File: src/hw/hub_cfg_pkg.sv
// Constants shared by the hub port disable and power configuration block
package hub_cfg_pkg;
   // ==========================================================
   // Register map
   localparam logic [7:0] BUS_OFF_MASK_ADDR = 8'h0B;
   localparam logic [7:0] SELF_POWER_ADDR = 8'h0C;
   localparam logic [7:0] BUS_OFF_MASK_RESET = 8'h00;
   localparam logic [7:0] SELF_POWER_RESET = 8'h01;
   // ==========================================================
   // Field layout of the port off mask
   localparam int PORT_LSB = 1;
   localparam int PORT_MSB = 3;
   localparam int NUM_PORTS = 3;
   localparam logic [2:0] NO_PORTS_OFF = 3'h0;
   localparam logic [1:0] NO_PORT = 2'h0;
   // ==========================================================
   // Power units
   localparam int POWER_UNIT_MA = 2;
   localparam int SELF_POWER_LIMIT_MA = 100;
endpackage

File: src/hw/port_map_if.sv
// Interface carrying the port off mask and the resulting host port map
interface port_map_if;
   import hub_cfg_pkg::*;
   logic [3:1] off_mask;
   logic [1:0] port_count;
   logic [3:1][1:0] log_phys;
   modport cfg (output off_mask, input port_count, input log_phys);
   modport mapper (input off_mask, output port_count, output log_phys);
endinterface

File: src/hw/port_remap.sv
// Packs the enabled physical ports into contiguous host port numbers
module port_remap
   import hub_cfg_pkg::*;
(
   // Mask in, map out
   port_map_if.mapper pm
);
   logic [2:0] slot;
   logic [3:1][1:0] next_map;

   // ==========================================================
   // Packing
   // Any mix of ports may be off; lower physical ports take lower slots
   always_comb begin
      slot = 3'h1;
      next_map = '0;
      for (int p = PORT_LSB; p <= PORT_MSB; p++) begin
         if (!pm.off_mask[p]) begin
            next_map[slot[1:0]] = 2'(p);
            slot = slot + 3'h1;
         end
      end
   end

   assign pm.log_phys = next_map;
   assign pm.port_count = 2'(slot - 3'h1);
endmodule // port_remap

File: src/hw/hub_port_power_cfg.sv
// Port disable and self powered max power registers with the host port map
//
// Contract
// Mask bit one disables port, zero leaves it
// Bus powered, no remap: masked ports stay off
// Any combination of disabled ports is accepted
// Reported port count equals enabled ports
// Active ports renumbered contiguously for the host
// Bits 3..1 are ports 3..1, others reserved
// Port off mask resets to zero
// Max power count is in 2 mA units
// Software includes board circuitry in max power
// Software includes zero-current embedded peripheral power
// Software keeps max power at or under 100 mA
// Self powered max power resets to one
// Remap enabled: remap registers decide port arrangement
// Self powered: descriptor carries stored count unchanged
module hub_port_power_cfg
   import hub_cfg_pkg::*;
(
   // Clock and reset
   input wire logic mclk,
   input wire logic reset,
   // Configuration register port
   input wire logic reg_wr,
   input wire logic reg_rd,
   input wire logic [7:0] reg_addr,
   input wire logic [7:0] reg_wdata,
   output logic [7:0] reg_rdata,
   output logic reg_rd_valid,
   // Operating mode
   input wire logic bus_powered,
   input wire logic port_remap_enable,
   input wire logic [3:1] remap_off_mask,
   // Host facing port view
   output logic [3:1] port_enabled,
   output logic [1:0] reported_port_count,
   output logic [3:1][1:0] host_to_phys,
   // Descriptor power field
   output logic [7:0] desc_max_power,
   output logic desc_max_power_valid
);
   logic [7:0] bus_powered_port_off_mask;
   logic [7:0] self_powered_max_power;
   logic [3:1] bus_powered_port_off_bits;
   logic [7:0] self_powered_power_count;
   logic [3:1] next_off;
   logic [7:0] next_rdata;
   logic wr_mask;
   logic wr_power;

   port_map_if pm ();

   port_remap u_remap (
      .pm(pm)
   );

   // ==========================================================
   // Decode
   assign wr_mask = reg_wr && (reg_addr == BUS_OFF_MASK_ADDR);
   assign wr_power = reg_wr && (reg_addr == SELF_POWER_ADDR);
   assign bus_powered_port_off_bits = bus_powered_port_off_mask[PORT_MSB:PORT_LSB];
   assign self_powered_power_count = self_powered_max_power;
   // Self powered port disable lives elsewhere, so with remap off nothing is masked here then
   assign next_off = port_remap_enable ? remap_off_mask :
                     bus_powered ? bus_powered_port_off_bits : NO_PORTS_OFF;
   assign pm.off_mask = next_off;
   assign next_rdata = (reg_addr == BUS_OFF_MASK_ADDR) ? bus_powered_port_off_mask :
                       (reg_addr == SELF_POWER_ADDR) ? self_powered_max_power : 8'h00;

   // ==========================================================
   // Registers
   // Reserved bits are not stored, so they always read back as zero
   always_ff @(posedge mclk or posedge reset) begin
      if (reset) begin
         bus_powered_port_off_mask <= BUS_OFF_MASK_RESET;
         self_powered_max_power <= SELF_POWER_RESET;
      end else begin
         if (wr_mask) begin
            bus_powered_port_off_mask <= {4'h0, reg_wdata[PORT_MSB:PORT_LSB], 1'b0};
         end
         if (wr_power) begin
            // No clamp: keeping within the bus limit is software's job
            self_powered_max_power <= reg_wdata;
         end
      end
   end

   always_ff @(posedge mclk or posedge reset) begin
      if (reset) begin
         reg_rdata <= 8'h00;
         reg_rd_valid <= 1'b0;
      end else begin
         reg_rd_valid <= reg_rd;
         if (reg_rd) begin
            reg_rdata <= next_rdata;
         end
      end
   end

   // ==========================================================
   // Host view
   always_ff @(posedge mclk or posedge reset) begin
      if (reset) begin
         port_enabled <= '1;
         reported_port_count <= 2'h3;
         host_to_phys <= {2'h3, 2'h2, 2'h1};
         desc_max_power <= 8'h00;
         desc_max_power_valid <= 1'b0;
      end else begin
         port_enabled <= ~next_off;
         reported_port_count <= pm.port_count;
         host_to_phys <= pm.log_phys;
         desc_max_power <= bus_powered ? 8'h00 : self_powered_power_count;
         desc_max_power_valid <= !bus_powered;
      end
   end

   // ==========================================================
   // Checks
   reserved_bits_zero_a: assert property (
      @(posedge mclk) disable iff (reset)
      bus_powered_port_off_mask[7:4] == 4'h0 && !bus_powered_port_off_mask[0])
      else $error("reserved mask bits set");

   masked_port_off_a: assert property (
      @(posedge mclk) disable iff (reset)
      bus_powered && !port_remap_enable |=>
      port_enabled == ~$past(bus_powered_port_off_bits))
      else $error("masked port not held off");

   port_count_match_a: assert property (
      @(posedge mclk) disable iff (reset)
      1'b1 |=> reported_port_count == 2'(NUM_PORTS - $countones($past(next_off))))
      else $error("port count mismatch");

   power_write_store_a: assert property (
      @(posedge mclk) disable iff (reset)
      wr_power |=> self_powered_max_power == $past(reg_wdata))
      else $error("max power write lost");

   power_read_back_a: assert property (
      @(posedge mclk) disable iff (reset)
      reg_rd && reg_addr == SELF_POWER_ADDR |=>
      reg_rd_valid && reg_rdata == $past(self_powered_max_power))
      else $error("max power read back wrong");

   mask_write_store_a: assert property (
      @(posedge mclk) disable iff (reset)
      wr_mask |=> bus_powered_port_off_bits == $past(reg_wdata[PORT_MSB:PORT_LSB]))
      else $error("port off mask write lost");

   mask_read_back_a: assert property (
      @(posedge mclk) disable iff (reset)
      reg_rd && reg_addr == BUS_OFF_MASK_ADDR |=>
      reg_rd_valid && reg_rdata == $past(bus_powered_port_off_mask))
      else $error("port off mask read back wrong");

   mask_hold_a: assert property (
      @(posedge mclk) disable iff (reset)
      !wr_mask |=> $stable(bus_powered_port_off_mask))
      else $error("port off mask changed without write");

   power_hold_a: assert property (
      @(posedge mclk) disable iff (reset)
      !wr_power |=> $stable(self_powered_max_power))
      else $error("max power changed without write");

   desc_power_copy_a: assert property (
      @(posedge mclk) disable iff (reset)
      !bus_powered |=> desc_max_power_valid && desc_max_power == $past(self_powered_max_power))
      else $error("descriptor power wrong");

   remap_select_a: assert property (
      @(posedge mclk) disable iff (reset)
      port_remap_enable |=> port_enabled == ~$past(remap_off_mask))
      else $error("remap mask not used");

   first_slot_used_a: assert property (
      @(posedge mclk) disable iff (reset)
      reported_port_count != 2'h0 |->
      host_to_phys[1] != NO_PORT && port_enabled[host_to_phys[1]])
      else $error("host port one not mapped to live port");

   reset_values_a: assert property (
      @(posedge mclk)
      $fell(reset) |-> bus_powered_port_off_mask == BUS_OFF_MASK_RESET
      && self_powered_max_power == SELF_POWER_RESET)
      else $error("bad reset values");

   // ==========================================================
   // Host view shape
   // Empty host slots read zero, so the host never sees a dead port
   self_powered_open_a: assert property (
      @(posedge mclk) disable iff (reset)
      !bus_powered && !port_remap_enable |=> port_enabled == 3'h7)
      else $error("port off while self powered");

   desc_bus_zero_a: assert property (
      @(posedge mclk) disable iff (reset)
      bus_powered |=> !desc_max_power_valid && desc_max_power == 8'h00)
      else $error("descriptor power shown while bus powered");

   remap_count_a: assert property (
      @(posedge mclk) disable iff (reset)
      port_remap_enable |=>
      reported_port_count == 2'(NUM_PORTS - $countones($past(remap_off_mask))))
      else $error("remap port count wrong");

   unused_slots_zero_a: assert property (
      @(posedge mclk) disable iff (reset)
      reported_port_count != 2'h3 |-> host_to_phys[3] == NO_PORT
      && (reported_port_count > 2'h1 || host_to_phys[2] == NO_PORT))
      else $error("unused host slot not empty");

   live_slots_order_a: assert property (
      @(posedge mclk) disable iff (reset)
      reported_port_count > 2'h1 |->
      host_to_phys[2] > host_to_phys[1] && port_enabled[host_to_phys[2]])
      else $error("host port two out of order");

   full_map_order_a: assert property (
      @(posedge mclk) disable iff (reset)
      reported_port_count == 2'h3 |-> host_to_phys == {2'h3, 2'h2, 2'h1})
      else $error("full map not in order");
endmodule // hub_port_power_cfg

File: config.mk
export PLATFORM = sky130hd
export DESIGN_NAME = hub_port_power_cfg
export DESIGN_NICKNAME = d
export VERILOG_FILES = /design/src/hw/hub_cfg_pkg.sv /design/src/hw/port_map_if.sv /design/src/hw/port_remap.sv /design/src/hw/hub_port_power_cfg.sv
export SDC_FILE = /design/constraint.sdc
export NUM_CORES = 1
export LEC_CHECK = 0
export BUFFER_PORTS_ARGS = -buffer_cell sky130_fd_sc_hd__buf_4
export CORE_ASPECT_RATIO = 0.7
export CORE_MARGIN = 2
export CORE_UTILIZATION = 49
export DETAILED_ROUTE_END_ITERATION = 16
export PLACE_DENSITY = 0.78
export SYNTH_ARGS = -nofsm -noshare
export SYNTH_HDL_FRONTEND = slang
export SYNTH_HIERARCHICAL = 1
export SYNTH_SLANG_ARGS = --single-unit
File: constraint.sdc
create_clock -name mclk -period 1.7 [get_ports mclk]
set_clock_uncertainty 0.05 [all_clocks]
set_input_delay 0.255 -clock mclk [delete_from_list [all_inputs] [get_ports mclk]]
set_output_delay 0.255 -clock mclk [all_outputs]
set_load 0.1 [all_outputs]
==> impl_metrics.env <==
export IMPL_outcome="finished, final reports clean"
export IMPL_routabilityCongestion=0.751
export IMPL_core_area_um2=3150
export IMPL_rsz0062_at_grt="false"
export IMPL_synth_main_ff_cell="dfrtp_1"
export IMPL_syn_num_nets=140
export IMPL_stdcell_area_um2=2160
export IMPL_synth_edff_count=0
export IMPL_crit_type="register to register"
export IMPL_antenna_found_initial=0
export IMPL_cts_sinks=40
export IMPL_synth_area_um2=1610
export IMPL_vdd_drop_max_mv=0.443
export IMPL_synthTopCellsByArea="dfrtp_1 47%, dfstp_2 16%, mux2_2 6.3%"
export IMPL_end_kind="register"
export IMPL_fillers=242
export IMPL_grt_pass1_wl_um=4990
export IMPL_row_count=17
export IMPL_max_cap_violations=0
export IMPL_die_area_um2=3770
export IMPL_netlist_top_cells_count="30 x dfrtp_1, 11 x nor2b_1, 10 x dfstp_2"
export IMPL_min_period_over_period=0.839
export IMPL_worst_pin_slew_ns=0.480
export IMPL_drt_first_pass_iters=4
export IMPL_ctsHoldBuffers=0
export IMPL_clk_latency_ns=0.29
export IMPL_cts_root_buf="clkbuf_8"
export IMPL_post_drt_wl_per_cell_um=14.9
export IMPL_async_flop_share=1.00
export IMPL_drt_total_wl_um=3140
export IMPL_avgSynthCellArea_um2=14.8
export IMPL_postRouteAntennaNets=0
export IMPL_fin_ws_ns=0.274
export IMPL_hold_path_class="input pin to asynchronous set/reset pin"
export IMPL_place_area_um2=2080
export IMPL_cts_setup_buffers=0
export IMPL_cp_arrival_ns=1.55
export IMPL_grt_pass1_vias=1126
export IMPL_die_width_um=72.5
export IMPL_vias=1074
export IMPL_area_growth_pct=34.1
export IMPL_post_route_util=0.686
export IMPL_layout_drive_gt1_share=0.509
export IMPL_fin_nets=203
export IMPL_synthAdderAreaFrac=0.0513
export IMPL_post_place_ws_ns=0.0809
export IMPL_gr_total_overflow=0
export IMPL_synth_top_family_by_area="simple AND/OR/NAND/NOR gates"
export IMPL_ys_seq_area_frac=0.630
export IMPL_required_ns=1.82
export IMPL_drc_errors=0
export IMPL_drt_iter0_markers=98
export IMPL_p_leak_nw=1.09
export IMPL_cts_tree="yes"
export IMPL_synth_seq_cells=40
export IMPL_cts_resized=0
export IMPL_synth_compound_area_frac=0.0894
export IMPL_drv_slew=0
export IMPL_grt_max_degree=41
export IMPL_holdWs_ns=0.0347
export IMPL_path_max_fanout=4
export IMPL_port_buffers=53
export IMPL_syn_instance_count=109
export IMPL_start_kind="register"
export IMPL_synth_warnings=6
export IMPL_layout_cells_non_filler=211
export IMPL_cts_htree_levels=2
export IMPL_dp_cells=203
export IMPL_clockBufferDepth=2
export IMPL_cts_buffers=5
export IMPL_synth_xor_area_share=0
export IMPL_r2r_end="host_to_phys[2]$_DFF_PP0_"
export IMPL_final_hold_violation_count=0
export IMPL_num_antenna_cells=0
export IMPL_cts_clk_slew_worst_paths_ns=0.08
export IMPL_finalCriticalPeriod_ns=1.43
export IMPL_timing_rr_start="bus_powered_port_off_mask[2]$_DFFE_PP0P_"
export IMPL_avgViaCountPerCell=5.09
export IMPL_yosys_area_top_type="dfrtp_1"
export IMPL_final_setup_viol_count=0
export IMPL_die_h_um=51.9
export IMPL_r2r_cells=6
export IMPL_slew_headroom=0.680
export IMPL_power_mw=2.02
export IMPL_r2r_slack_ns=0.27
export IMPL_synth_cell_type_count=25
export IMPL_boundaryPins=54
export IMPL_initial_utilization=0.511
export IMPL_fmax_mhz=702
export IMPL_synth_simple_area_share=0.110
export IMPL_synth_mux_area_frac=0.0941
export IMPL_dp_hpwl_um=2370
export IMPL_post_synth_top_count_cell="dfrtp_1"
export IMPL_tns_ns=0
export IMPL_p_per_area_nw_per_um2=935
export IMPL_grt_util_all_layers=0.181
export IMPL_yosysTopAreaCellShare=0.467
[sequential cells by signal, summed over array words and instances (netlist names)]
signal                     count
reported_port_count            2
desc_max_power                 8
bus_powered_port_off_mask      3
desc_max_power_valid           1
reg_rdata                      8
port_enabled                   3
self_powered_max_power         8
reg_rd_valid                   1
host_to_phys                   6
[worst max-delay path by stage]
stage	start	endpoint	slack (ns)	cells after the start
final	bus_powered_port_off_mask[2]$_DFFE_PP0P_	host_to_phys[2]$_DFF_PP0_	0.27	6
after CTS	bus_powered_port_off_mask[2]$_DFFE_PP0P_	host_to_phys[2]$_DFF_PP0_	0.26	6
after global routing	bus_powered_port_off_mask[2]$_DFFE_PP0P_	host_to_phys[2]$_DFF_PP0_	0.18	6
after global placement	bus_powered	host_to_phys[2]$_DFF_PP0_	0.15	7
after detailed placement	bus_powered	host_to_phys[2]$_DFF_PP0_	0.08	7
after floorplan	bus_powered	host_to_phys[2]$_DFF_PP0_	0.29	6
[cell usage in the layout (no fill, tap or decap)]
| master | count |
|---|---|
| clkbuf_8 | 5 |
| ha_1 | 5 |
| dfrtp_1 | 30 |
| mux2_2 | 9 |
| nor4b_4 | 1 |
| clkinv_2 | 1 |
| buf_4 | 57 |
| mux2i_1 | 2 |
| dfstp_2 | 10 |
| nor3b_4 | 1 |
| nand3_1 | 2 |
| a22oi_1 | 5 |
| nand3_4 | 1 |
| a32o_1 | 5 |
| inv_1 | 9 |
| nor2_1 | 1 |
| o21ai_0 | 1 |
| nor2b_1 | 11 |
| mux2_4 | 2 |
| fa_1 | 1 |
| nand2_1 | 3 |
| o21a_1 | 1 |
| clkbuf_1 | 2 |
| a22o_1 | 2 |
| nor4_1 | 1 |
| o2bb2ai_1 | 3 |
| and3_1 | 1 |
| and3b_2 | 1 |
[kinds of logic (layout without fill, tap and decap cells)]
| family | after synthesis | after routing |
|---|---|---|
| adder cells (fa/ha/maj) | 6 | 6 |
| AND/OR/NAND/NOR | 23 | 23 |
| flip-flops | 40 | 40 |
| multiplexers | 13 | 13 |
| buffers and inverters | 10 | 74 |
| AO/OA/AOI/OAI | 17 | 17 |
[power by group]
group / leakage [nW] / internal [mW] / total, mW / switching [mW]
registers: 0.515 / 1.00 / 1.02 / 0.0172
logic: 0.536 / 0.112 / 0.404 / 0.292
clock network: 0.0422 / 0.288 / 0.593 / 0.305
[routing by layer]
metal | GRT usage | vias to the layer above | wire length (µm)
li1 | - | 511 | -
met2 | 0.307 | 41 | 1580
met1 | 0.222 | 518 | 1370
met3 | 0.0504 | 4 | 170
met5 | 0 | - | 0
met4 | 0.0679 | 0 | 21
[cell type report]
| type | instances | area (µm²) | share of cell area |
|---|---|---|---|
| multi-input combinational | 59 | 554 | 0.257 |
| clock buffer | 7 | 76.3 | 0.0354 |
| sequential | 40 | 1010 | 0.470 |
| tap | 38 | 47.5 | 0.0220 |
| clock inverter | 1 | 5.00 | 0.00232 |
| inverter | 9 | 33.8 | 0.0157 |
| timing repair buffer | 57 | 428 | 0.198 |
[critical path: stages, from the launching register on]
cell	delay, ns
dfrtp_1	0.38
nand2_1	0.07
o21a_1	0.19
inv_1	0.12
inv_1	0.10
ha_1	0.28
nor2b_1	0.13
(Power assumes the default switching activity.)
